### src/common/kpd_pkg.sv
// constants and types of the keypad scan and display refresh block
package kpd_pkg;
   // ==========================================================
   // register map
   localparam logic [4:0] ADR_CFG = 5'h00;
   localparam logic [4:0] ADR_STAT = 5'h04;
   localparam logic [4:0] ADR_FIFO = 5'h08;
   localparam logic [4:0] ADR_DISP = 5'h0c;
   localparam logic [4:0] ADR_CMD = 5'h10;
   // ==========================================================
   // field positions
   localparam int STAT_UND = 4;
   localparam int STAT_OVR = 5;
   localparam int STAT_SE = 6;
   localparam int CMD_CLR_FIFO = 0;
   localparam int CMD_CLR_DISP = 1;
   localparam int CMD_RST_SCAN = 2;
   // ==========================================================
   // timing and sizes
   localparam logic [4:0] PRESC_MIN = 5'h02;
   localparam logic [1:0] DEB_SCANS = 2'h2;
   localparam logic [3:0] FIFO_DEPTH = 4'h8;
   localparam logic [3:0] ERR_LIMIT = 4'h2;
   // ==========================================================
   // types
   typedef enum logic [1:0] {KM_LOCK = 2'h0, KM_ROLL = 2'h1, KM_SENS = 2'h2, KM_STRB = 2'h3} kpd_kind_t;
   typedef struct packed {
      logic blank_b;
      logic blank_a;
      logic err_en;
      logic [4:0] presc;
      logic right;
      logic disp16;
      kpd_kind_t kind;
      logic decoded;
   } kpd_cfg_t;
   localparam logic [12:0] CFG_RST = 13'h03e0;
endpackage

### src/rtl/kpd_scan.sv
// keypad scan, key fifo and display refresh with a wishbone register port
module kpd_scan
   import kpd_pkg::*;
#(
   parameter int SCAN_TICKS = 8
)(
   input wire logic clk_i,
   input wire logic rst_i,
   input wire logic [4:0] wb_adr_i,
   input wire logic [31:0] wb_dat_i,
   input wire logic [3:0] wb_sel_i,
   input wire logic wb_we_i,
   input wire logic wb_cyc_i,
   input wire logic wb_stb_i,
   output logic [31:0] wb_dat_o,
   output logic wb_ack_o,
   input wire logic [7:0] return_sense_lines_i,
   input wire logic shift_n_i,
   input wire logic control_strobe_input_i,
   output logic [3:0] scan_timing_lines_o,
   output logic [3:0] display_group_a_o,
   output logic [3:0] display_group_b_o,
   output logic display_blank_n_o,
   output logic irq_o
);
   // ==========================================================
   // helpers
   function automatic logic [3:0] ones(input logic [7:0] v);
      logic [3:0] n;
      n = 4'h0;
      for (int i = 0; i < 8; i++)
      begin
         n = n + {3'h0, v[i]};
      end
      return n;
   endfunction

   function automatic logic [2:0] lowest(input logic [7:0] v);
      logic [2:0] c;
      c = 3'h0;
      for (int i = 7; i >= 0; i--)
      begin
         if (v[i])
         begin
            c = 3'(i);
         end
      end
      return c;
   endfunction

   localparam int PW = (SCAN_TICKS > 1) ? $clog2(SCAN_TICKS) : 1;

   if (SCAN_TICKS < 1 || SCAN_TICKS > 256)
   begin : g_chk
      $error("SCAN_TICKS out of range");
   end

   // ==========================================================
   // state
   kpd_cfg_t cfg_ff, nxt_cfg;
   logic ack_ff, nxt_ack;
   logic [31:0] rdat_ff, nxt_rdat;
   logic [4:0] div_ff, nxt_div;
   logic [PW-1:0] pos_ff, nxt_pos;
   logic [3:0] cnt_ff, nxt_cnt;
   logic [3:0] scan_ff, nxt_scan;
   logic busy_ff, nxt_busy;
   logic [5:0] key_ff, nxt_key;
   logic [1:0] dcnt_ff, nxt_dcnt;
   logic [3:0] ecnt_ff, nxt_ecnt;
   logic [2:0] wp_ff, nxt_wp;
   logic [2:0] rp_ff, nxt_rp;
   logic [3:0] num_ff, nxt_num;
   logic und_ff, nxt_und;
   logic ovr_ff, nxt_ovr;
   logic se_ff, nxt_se;
   logic ev_ff, nxt_ev;
   logic pend_ff, nxt_pend;
   logic strb_ff, nxt_strb;
   logic irq_ff, nxt_irq;
   logic [3:0] dwp_ff, nxt_dwp;
   logic [3:0] a_ff, nxt_a;
   logic [3:0] b_ff, nxt_b;
   logic bn_ff, nxt_bn;
   logic [7:0] fifo_mem [8];
   logic [7:0] img_mem [8];
   logic [7:0] dram [16];

   logic req, wr, rd, tick, sample, fifo_we, img_we, dram_we, dram_clr;
   logic [4:0] presc_eff;
   logic [2:0] row, fifo_wa;
   logic [7:0] closed, newc, fifo_wd, img_wd;
   logic [3:0] dmask, didx;
   logic [15:0] wmask;

   // ==========================================================
   // bus, configuration and scan timing
   always_comb
   begin
      req = wb_cyc_i & wb_stb_i & ~ack_ff;
      wr = req & wb_we_i;
      rd = req & ~wb_we_i;
      wmask = {{8{wb_sel_i[1]}}, {8{wb_sel_i[0]}}};
      nxt_ack = req;
      nxt_cfg = cfg_ff;
      if (wr && wb_adr_i == ADR_CFG)
      begin
         nxt_cfg = kpd_cfg_t'(13'((16'(cfg_ff) & ~wmask | wb_dat_i[15:0] & wmask) & 16'h1fff));
      end
      nxt_rdat = 32'h0000_0000;
      if (rd)
      begin
         unique case (wb_adr_i)
            ADR_CFG: nxt_rdat = {19'h0, cfg_ff};
            ADR_STAT: nxt_rdat = {24'h0, 1'b0, se_ff, ovr_ff, und_ff, num_ff};
            ADR_FIFO: nxt_rdat = {24'h0, fifo_mem[rp_ff]};
            default: nxt_rdat = 32'h0000_0000;
         endcase
      end
      presc_eff = (cfg_ff.presc < PRESC_MIN) ? PRESC_MIN : cfg_ff.presc;
      tick = (div_ff >= presc_eff - 5'h01);
      nxt_div = tick ? 5'h00 : div_ff + 5'h01;
      sample = tick && (pos_ff == PW'(SCAN_TICKS - 1));
      nxt_pos = pos_ff;
      if (tick)
      begin
         nxt_pos = sample ? '0 : pos_ff + PW'(1);
      end
      nxt_cnt = sample ? cnt_ff + 4'h1 : cnt_ff;
      if (wr && wb_adr_i == ADR_CMD && wb_sel_i[0] && wb_dat_i[CMD_RST_SCAN])
      begin
         nxt_cnt = 4'h0;
         nxt_pos = '0;
      end
      if (cfg_ff.decoded)
      begin
         nxt_scan = 4'h1 << nxt_cnt[1:0];
      end
      else
      begin
         nxt_scan = nxt_cnt;
      end
   end

   always_ff @(posedge clk_i)
   begin
      if (rst_i)
      begin
         cfg_ff <= kpd_cfg_t'(CFG_RST);
         ack_ff <= 1'b0;
         rdat_ff <= 32'h0000_0000;
         div_ff <= 5'h00;
         pos_ff <= '0;
         cnt_ff <= 4'h0;
         scan_ff <= 4'h0;
      end
      else
      begin
         cfg_ff <= nxt_cfg;
         ack_ff <= nxt_ack;
         rdat_ff <= nxt_rdat;
         div_ff <= nxt_div;
         pos_ff <= nxt_pos;
         cnt_ff <= nxt_cnt;
         scan_ff <= nxt_scan;
      end
   end

   // ==========================================================
   // key debounce, sensor image, strobe entry and fifo
   always_comb
   begin
      row = cnt_ff[2:0];
      closed = ~return_sense_lines_i;
      newc = closed & ~img_mem[row];
      img_wd = closed;
      img_we = 1'b0;
      fifo_we = 1'b0;
      fifo_wa = wp_ff;
      fifo_wd = 8'h00;
      nxt_busy = busy_ff;
      nxt_key = key_ff;
      nxt_dcnt = dcnt_ff;
      nxt_ecnt = ecnt_ff;
      nxt_se = se_ff;
      nxt_pend = pend_ff;
      nxt_strb = control_strobe_input_i;
      nxt_wp = wp_ff;
      nxt_rp = rp_ff;
      nxt_num = num_ff;
      nxt_und = und_ff;
      nxt_ovr = ovr_ff;
      nxt_ev = ev_ff;
      // only the low 32 keys exist in decoded scan
      if (sample && !(cfg_ff.decoded && row[2]))
      begin
         unique case (cfg_ff.kind)
            KM_LOCK, KM_ROLL:
            begin
               img_we = 1'b1;
               // count each other closure once, in the first pass of the debounce
               if (busy_ff && dcnt_ff == 2'h0 && row != key_ff[5:3])
               begin
                  nxt_ecnt = (ecnt_ff > 4'h8) ? ecnt_ff : ecnt_ff + ones(newc);
               end
               if (newc != 8'h00 && (cfg_ff.kind == KM_LOCK || !busy_ff))
               begin
                  nxt_busy = !(cfg_ff.kind == KM_LOCK && ones(newc) > 4'h1);
                  nxt_key = {row, lowest(newc)};
                  nxt_dcnt = 2'h0;
                  nxt_ecnt = ones(newc);
               end
               else if (busy_ff && row == key_ff[5:3])
               begin
                  if (dcnt_ff == DEB_SCANS - 2'h1)
                  begin
                     nxt_busy = 1'b0;
                     if (closed[key_ff[2:0]])
                     begin
                        fifo_we = 1'b1;
                        fifo_wd = {~control_strobe_input_i, ~shift_n_i, key_ff};
                     end
                  end
                  else
                  begin
                     nxt_dcnt = dcnt_ff + 2'h1;
                  end
               end
               // keys not taken stay unseen so they start their own debounce later
               if (cfg_ff.kind == KM_ROLL)
               begin
                  img_wd = closed & ~newc | (busy_ff ? 8'h00 : newc & (8'h01 << lowest(newc)));
               end
               if (cfg_ff.kind == KM_ROLL && cfg_ff.err_en && nxt_ecnt > ERR_LIMIT)
               begin
                  nxt_se = 1'b1;
                  nxt_ev = 1'b1;
               end
            end
            KM_SENS:
            begin
               fifo_we = 1'b1;
               fifo_wa = row;
               fifo_wd = return_sense_lines_i;
               if (row == 3'h0 && pend_ff)
               begin
                  nxt_ev = 1'b1;
                  nxt_pend = 1'b0;
               end
               if (fifo_mem[row] != return_sense_lines_i)
               begin
                  nxt_pend = 1'b1;
               end
               if (!cfg_ff.err_en && closed != 8'h00)
               begin
                  nxt_se = 1'b1;
               end
            end
            default:
            begin
               img_we = 1'b0;
            end
         endcase
      end
      if (cfg_ff.kind == KM_STRB && control_strobe_input_i && !strb_ff)
      begin
         fifo_we = 1'b1;
         fifo_wd = return_sense_lines_i;
      end
      if (cfg_ff.kind != KM_SENS && fifo_we)
      begin
         if (num_ff == FIFO_DEPTH)
         begin
            fifo_we = 1'b0;
            nxt_ovr = 1'b1;
         end
         else
         begin
            nxt_wp = wp_ff + 3'h1;
            nxt_num = nxt_num + 4'h1;
         end
      end
      if (rd && wb_adr_i == ADR_FIFO)
      begin
         nxt_rp = rp_ff + 3'h1;
         if (cfg_ff.kind == KM_SENS)
         begin
            nxt_ev = nxt_ev & ~ev_ff; // set in this cycle survives the read
         end
         else if (num_ff == 4'h0)
         begin
            nxt_und = 1'b1;
            nxt_rp = rp_ff;
         end
         else
         begin
            nxt_num = nxt_num - 4'h1;
         end
      end
      if (wr && wb_adr_i == ADR_CMD && wb_sel_i[0] && wb_dat_i[CMD_CLR_FIFO])
      begin
         nxt_busy = 1'b0;
         nxt_wp = 3'h0;
         nxt_rp = 3'h0;
         nxt_num = 4'h0;
         // a flag set in this cycle survives the clear
         nxt_und = nxt_und & ~und_ff;
         nxt_ovr = nxt_ovr & ~ovr_ff;
         nxt_se = nxt_se & ~se_ff;
         nxt_ev = nxt_ev & ~ev_ff;
         nxt_pend = 1'b0;
      end
      nxt_irq = nxt_ev | (cfg_ff.kind != KM_SENS && nxt_num != 4'h0);
   end

   always_ff @(posedge clk_i)
   begin
      if (rst_i)
      begin
         busy_ff <= 1'b0;
         key_ff <= 6'h00;
         dcnt_ff <= 2'h0;
         ecnt_ff <= 4'h0;
         wp_ff <= 3'h0;
         rp_ff <= 3'h0;
         num_ff <= 4'h0;
         und_ff <= 1'b0;
         ovr_ff <= 1'b0;
         se_ff <= 1'b0;
         ev_ff <= 1'b0;
         pend_ff <= 1'b0;
         strb_ff <= 1'b1;
         irq_ff <= 1'b0;
      end
      else
      begin
         busy_ff <= nxt_busy;
         key_ff <= nxt_key;
         dcnt_ff <= nxt_dcnt;
         ecnt_ff <= nxt_ecnt;
         wp_ff <= nxt_wp;
         rp_ff <= nxt_rp;
         num_ff <= nxt_num;
         und_ff <= nxt_und;
         ovr_ff <= nxt_ovr;
         se_ff <= nxt_se;
         ev_ff <= nxt_ev;
         pend_ff <= nxt_pend;
         strb_ff <= nxt_strb;
         irq_ff <= nxt_irq;
      end
   end

   always_ff @(posedge clk_i)
   begin
      if (rst_i)
      begin
         for (int i = 0; i < 8; i++)
         begin
            img_mem[i] <= 8'h00;
            fifo_mem[i] <= 8'h00;
         end
      end
      else
      begin
         if (img_we)
         begin
            img_mem[row] <= img_wd;
         end
         if (fifo_we)
         begin
            fifo_mem[fifo_wa] <= fifo_wd;
         end
      end
   end

   // ==========================================================
   // display memory and refresh
   always_comb
   begin
      dmask = cfg_ff.disp16 ? 4'hf : 4'h7;
      dram_we = wr && wb_adr_i == ADR_DISP && wb_sel_i[0];
      dram_clr = wr && wb_adr_i == ADR_CMD && wb_sel_i[0] && wb_dat_i[CMD_CLR_DISP];
      nxt_dwp = dwp_ff & dmask;
      if (dram_we)
      begin
         nxt_dwp = (dwp_ff + 4'h1) & dmask;
      end
      if (dram_clr)
      begin
         nxt_dwp = 4'h0;
      end
      // right entry rotates the view so the newest byte sits rightmost
      didx = cfg_ff.right ? ((cnt_ff + dwp_ff) & dmask) : (cnt_ff & dmask);
      nxt_a = cfg_ff.blank_a ? 4'h0 : dram[didx][7:4];
      nxt_b = cfg_ff.blank_b ? 4'h0 : dram[didx][3:0];
      nxt_bn = ~(cfg_ff.blank_a & cfg_ff.blank_b);
   end

   always_ff @(posedge clk_i)
   begin
      if (rst_i)
      begin
         dwp_ff <= 4'h0;
         a_ff <= 4'h0;
         b_ff <= 4'h0;
         bn_ff <= 1'b1;
      end
      else
      begin
         dwp_ff <= nxt_dwp;
         a_ff <= nxt_a;
         b_ff <= nxt_b;
         bn_ff <= nxt_bn;
      end
   end

   // no reset term: contents survive reset until cleared
   always_ff @(posedge clk_i)
   begin
      if (dram_clr)
      begin
         for (int i = 0; i < 16; i++)
         begin
            dram[i] <= 8'h00;
         end
      end
      else if (dram_we)
      begin
         dram[dwp_ff & dmask] <= wb_dat_i[7:0];
      end
   end

   // ==========================================================
   // outputs
   assign wb_ack_o = ack_ff;
   assign wb_dat_o = rdat_ff;
   assign scan_timing_lines_o = scan_ff;
   assign display_group_a_o = a_ff;
   assign display_group_b_o = b_ff;
   assign display_blank_n_o = bn_ff;
   assign irq_o = irq_ff;
endmodule // kpd_scan

### config.mk
export PLATFORM = sky130hd
export DESIGN_NAME = kpd_scan
export DESIGN_NICKNAME = d
export VERILOG_FILES = /design/src/common/kpd_pkg.sv /design/src/rtl/kpd_scan.sv
export SDC_FILE = /design/constraint.sdc
export NUM_CORES = 1
export LEC_CHECK = 0
export BUFFER_PORTS_ARGS = -buffer_cell sky130_fd_sc_hd__buf_4
export CORE_MARGIN = 5
export CORE_UTILIZATION = 40
export CTS_CLUSTER_SIZE = 16
export DETAILED_ROUTE_END_ITERATION = 7
export HOLD_SLACK_MARGIN = 0.15
export PLACE_DENSITY = 0.64
export SLEW_MARGIN = 20
export SYNTH_ARGS = -nofsm -noshare
export SYNTH_HDL_FRONTEND = slang
export SYNTH_SLANG_ARGS = --single-unit
### constraint.sdc
create_clock -name clk_i -period 9.1 [get_ports clk_i]
set_input_delay 0.91 -clock clk_i [delete_from_list [all_inputs] [get_ports clk_i]]
set_output_delay 0.91 -clock clk_i [all_outputs]
set_load 0.01 [all_outputs]
==> impl_results.html <==
<table>
<tr><th>Metric</th><th>Value</th></tr>
<tr><th colspan="2">Logic synthesis</th></tr>
<tr><td>#FFs+latches synth</td><td>345</td></tr>
<tr><td>Fraction of post-synthesis cell area in the top cell type by area</td><td>44.2%</td></tr>
<tr><td>Average footprint of a synthesized cell</td><td>11.3 sq um</td></tr>
<tr><td>Post-synthesis cell type with the largest combined area</td><td>edfxtp_1</td></tr>
<tr><td>Yosys synthesis warning count</td><td>0</td></tr>
<tr><td>Post-synth cell types</td><td>71</td></tr>
<tr><td>Share of the yosys chip area belonging to registers</td><td>54.4%</td></tr>
<tr><td>Count of flip-flops with a built-in enable after synthesis</td><td>256</td></tr>
<tr><td>Most instantiated flip-flop cell in the synthesis netlist</td><td>edfxtp_1</td></tr>
<tr><td>Cell area after synthesis</td><td>17,400 sq um</td></tr>
<tr><td>Share of async-settable or async-resettable flops after synthesis</td><td>0%</td></tr>
<tr><td>Cells taking the most area after synthesis</td><td>edfxtp_1 (44%), dfxtp_1 (10%), mux4_2 (5.7%)</td></tr>
<tr><td>Post-synthesis instance total</td><td>1,546</td></tr>
<tr><th colspan="2">Clock network</th></tr>
<tr><td>Total number of clock tree sinks</td><td>345</td></tr>
<tr><td>Post-CTS resize count</td><td>0</td></tr>
<tr><td>Hold-fix buffers, CTS</td><td>0</td></tr>
<tr><td>Number of CTS-inserted buffers</td><td>38</td></tr>
<tr><td>Setup Buffers After CTS</td><td>0</td></tr>
<tr><td>Total number of H-tree levels</td><td>2</td></tr>
<tr><td>Clock latency at the later pin of the worst-skew pair</td><td>0.53 ns</td></tr>
<tr><td>CTS max path bufs</td><td>3</td></tr>
<tr><td>CTS tree</td><td>yes</td></tr>
<tr><td>Clock transition at the registers of the reported paths</td><td>0.06 ns</td></tr>
<tr><td>Clock root buffer</td><td>clkbuf_16</td></tr>
<tr><th colspan="2">Timing</th></tr>
<tr><td>Max Freq</td><td>144 MHz</td></tr>
<tr><td>Clock period minus final worst setup slack</td><td>6.94 ns</td></tr>
<tr><td>Final Skew</td><td>0.0142 ns</td></tr>
<tr><td>Hold Vio Cnt, Final</td><td>0</td></tr>
<tr><td>Final clock period utilization by the worst path</td><td>76.3%</td></tr>
<tr><td>Worst-margin pin slew</td><td>1.16 ns</td></tr>
<tr><td>Total count of max-transition violations in the final report</td><td>0</td></tr>
<tr><td>Post-route worst hold slack</td><td>0.470 ns</td></tr>
<tr><td>Final-layout setup total negative slack</td><td>0 ns</td></tr>
<tr><td>Max-Slew Margin vs Limit</td><td>22.2%</td></tr>
<tr><td>Setup repair after global routing missed its margin</td><td>no</td></tr>
<tr><td>Number of setup violations in the final report</td><td>0</td></tr>
<tr><th colspan="2">Global routing</th></tr>
<tr><td>Maximum number of pins on one net before global-route repair</td><td>70</td></tr>
<tr><td>First-pass GRT wire length</td><td>69,000 um</td></tr>
<tr><td>Initial antenna violation count</td><td>0</td></tr>
<tr><td>Via count of the first global-routing pass</td><td>12,000</td></tr>
<tr><td>Tot GR Track Use</td><td>18.5%</td></tr>
<tr><td>Global-route congestion overflow total</td><td>0</td></tr>
<tr><th colspan="2">Detailed routing</th></tr>
<tr><td>Routed Antenna Nets</td><td>0</td></tr>
<tr><td>Mean routed wirelength per cell</td><td>20.4 um</td></tr>
<tr><td>Routed via count</td><td>12,100</td></tr>
<tr><td>Initial DRC Count</td><td>1,077</td></tr>
<tr><td>Drt via density</td><td>5.54</td></tr>
<tr><td>TritonRoute pass-1 iters</td><td>6</td></tr>
<tr><td>Post-detailed-routing wire length</td><td>44,700 um</td></tr>
<tr><td>DRC Markers</td><td>0</td></tr>
<tr><th colspan="2">Setup path</th></tr>
<tr><td>Cell with the largest stage delay on the worst path</td><td>dfxtp_1</td></tr>
<tr><td>Critical path class</td><td>reg -&gt; reg</td></tr>
<tr><td>Data arrival time of the critical path</td><td>7.36 ns</td></tr>
<tr><td>Delay contributed by the slowest stage of the critical path</td><td>0.79 ns</td></tr>
<tr><td>Required time reported for the critical path endpoint</td><td>9.51 ns</td></tr>
<tr><td>Critical-path cell list</td><td>buf_4 -&gt; nand2b_1 -&gt; o22ai_1 -&gt; nor4_1 -&gt; fa_1 -&gt; fa_1 -&gt; fa_1 -&gt; ha_1 -&gt; fa_1 -&gt; ha_1 -&gt; a21o_1 -&gt; a21oi_1 -&gt; xor2_1 -&gt; nand2_1 -&gt; mux2i_1 -&gt; and3_1 -&gt; o22ai_1 -&gt; and4_1 -&gt; o31a_1 -&gt; o21bai_1</td></tr>
<tr><td>Kind of start point of the critical path</td><td>flop</td></tr>
<tr><td>Critical path buffers and inverters</td><td>1</td></tr>
<tr><td>Cell occurring most often along the worst timing path</td><td>fa_1</td></tr>
<tr><td>Category of the worst setup path capture point</td><td>flop</td></tr>
<tr><td>Max Fanout on Critical Path</td><td>18</td></tr>
<tr><td>Cell class contributing the biggest share of worst-path delay</td><td>adder cells</td></tr>
<tr><th colspan="2">Floorplan</th></tr>
<tr><td>DIE HEIGHT</td><td>219 um</td></tr>
<tr><td>Starting density of the core</td><td>40.4%</td></tr>
<tr><td>Std cell rows</td><td>76</td></tr>
<tr><td>Area of the core</td><td>43,100 sq um</td></tr>
<tr><td>Die W</td><td>219 um</td></tr>
<tr><td>Die Area</td><td>47,800 sq um</td></tr>
<tr><td>Num ports</td><td>103</td></tr>
<tr><th colspan="2">Placed design</th></tr>
<tr><td>DP Area</td><td>18,300 sq um</td></tr>
<tr><td>Global placer's final weighted congestion</td><td>0.853</td></tr>
<tr><td>Half-perimeter wire length after detailed placement</td><td>30,200 um</td></tr>
<tr><td>IO Port Bufs</td><td>62</td></tr>
<tr><th colspan="2">Cells and area</th></tr>
<tr><td>Layout net count</td><td>1,668</td></tr>
<tr><td>Final design instance area without fill</td><td>19,500 sq um</td></tr>
<tr><td>Fill cell count</td><td>3,993</td></tr>
<tr><td>Synth-to-layout area growth</td><td>12.2%</td></tr>
<tr><td>Final antenna diode count</td><td>0</td></tr>
<tr><td>Fraction of layout cells with a size suffix above 1</td><td>12.7%</td></tr>
<tr><th colspan="2">Run</th></tr>
<tr><td>Max-cap check violation count</td><td>0</td></tr>
<tr><th colspan="2">Power</th></tr>
<tr><td>Power density over cell area</td><td>174 nW/um^2</td></tr>
<tr><td>Maximum ir drop on the vdd rail</td><td>0.000139 V</td></tr>
<tr><td>Static leakage power</td><td>6.72 nW</td></tr>
<tr><th colspan="2">Status</th></tr>
<tr><td>Outcome</td><td>finished clean</td></tr>
<tr><th colspan="2">Hold path</th></tr>
<tr><td>Type of the tightest min-delay check</td><td>reg -&gt; reg</td></tr>
</table>
## synth_stat cells, drive strengths merged (6+ instances only)
cell,n
mux2,8
nand2b,30
a22oi,8
nand2,136
a222oi,7
nor2b,14
a21o,11
o22ai,16
and3,20
xor2,17
nor4,7
nand3,34
nor3,30
clkbuf,66
dfxtp,89
and2,138
fa,6
or3,9
inv,17
mux4,46
a311oi,19
a21oi,41
a2111oi,10
edfxtp,256
xnor2,18
ha,32
a211oi,6
buf,39
o21ai,35
mux2i,67
nor2,243
nand4,6
## worst register-to-register path, delay by kind of cell, from the launching register on
kind	cells	cell delay (ns)
AO/OA/AOI/OAI	6	1.05
XOR/XNOR	1	0.17
adder cells (fa/ha/maj)	6	2.59
buffers and inverters	1	0.37
flip-flops	1	0.79
multiplexers	1	0.20
AND/OR/NAND/NOR	5	1.66
## path summary, 6_finish.rpt
kind	start	end	slack (ns)	cells after the start
max	cnt_ff[1]	irq_o	2.16	20
min	div_ff[0]	div_ff[0]	0.47	1
max reg2reg	cnt_ff[1]	irq_o	2.16	20
min reg2reg	div_ff[0]	div_ff[0]	0.47	1
## routing by layer
metal | global-route usage [%] | wire length [um] | vias to the layer above
met4 | 6.05 | 1370 | 0
met1 | 24.6 | 19100 | 6023
met5 | 0 | 0 | -
met2 | 31.1 | 21500 | 393
met3 | 3.12 | 2810 | 91
li1 | - | - | 5614
## cells in the final DEF, fill, tap and decap left out, types with 18 or more instances in the layout
master     synthesis  layout
a21oi_1           41      40
a311oi_1          19      19
and2_1           137     137
and3_1            20      20
buf_4             19      74
clkbuf_16          0      41
conb_1             1      19
dfxtp_1           89      87
edfxtp_1         256     256
ha_1              32      32
mux2i_1           67      66
mux4_2            44      44
nand2_1          136     136
nand2b_1          30      30
nand3_1           34      34
nor2_1           243     243
nor3_1            28      28
o21ai_0           34      26
xnor2_1           18      18
## registers in the layout, summed over array words and instances (netlist names), 2 cells and up, named ones only
register	cells
ecnt_ff	4
num_ff	4
key_ff	6
cnt_ff	4
dwp_ff	4
wp_ff	3
scan_timing_lines_o	4
pos_ff	3
display_group_b_o	4
rp_ff	3
wb_dat_o	13
div_ff	5
dcnt_ff	2
fifo_mem	64
dram	128
img_mem	64
display_group_a_o	4
## logic make-up after synthesis
| logic type | after synthesis | share of synthesized area (%) |
|---|---|---|
| AOI/OAI and AO/OA | 194 | 7.75 |
| xor gates and xnor gates | 35 | 1.76 |
| adders and majority gates | 38 | 2.99 |
| buffers and inverters | 123 | 3.36 |
| DFF | 345 | 54.4 |
| muxes | 121 | 10.4 |
| other | 1 | 0.0216 |
| and+or+nand+nor | 689 | 19.3 |
## power by group
group,leakage (nW),total (mW),switching [mW],internal (mW)
Combinational,3.07,0.159,0.102,0.0575
Clock,0.600,1.52,0.615,0.908
Sequential,3.05,1.72,0.0137,1.70
## metrics by stage
stage | power (mW) | cells | util, % | worst slack [ns]
final | 3.40 | 2189 | 45.3 | 2.16
after global routing | 3.51 | 2189 | 45.3 | 1.78
after CTS | 3.42 | 2188 | 45.3 | 2.17
after detailed placement | 1.91 | 2118 | 42.4 | 2.17
after global placement | 1.90 | 2118 | 42.4 | 2.35
after floorplan | 1.85 | 1564 | - | 3.50
## final cells by class
class                      count  area (sq um)  share of cell area (%)
multi-input combinational   1096          7430                    38.1
clock buffer                  61          1170                    5.99
timing repair buffer          75           571                    2.92
tap                          585           732                    3.75
sequential                   345          9470                    48.5
inverter                      18          67.6                   0.346
clock inverter                 9          70.1                   0.359
No activity file was read; power rests on OpenSTA's default activity.
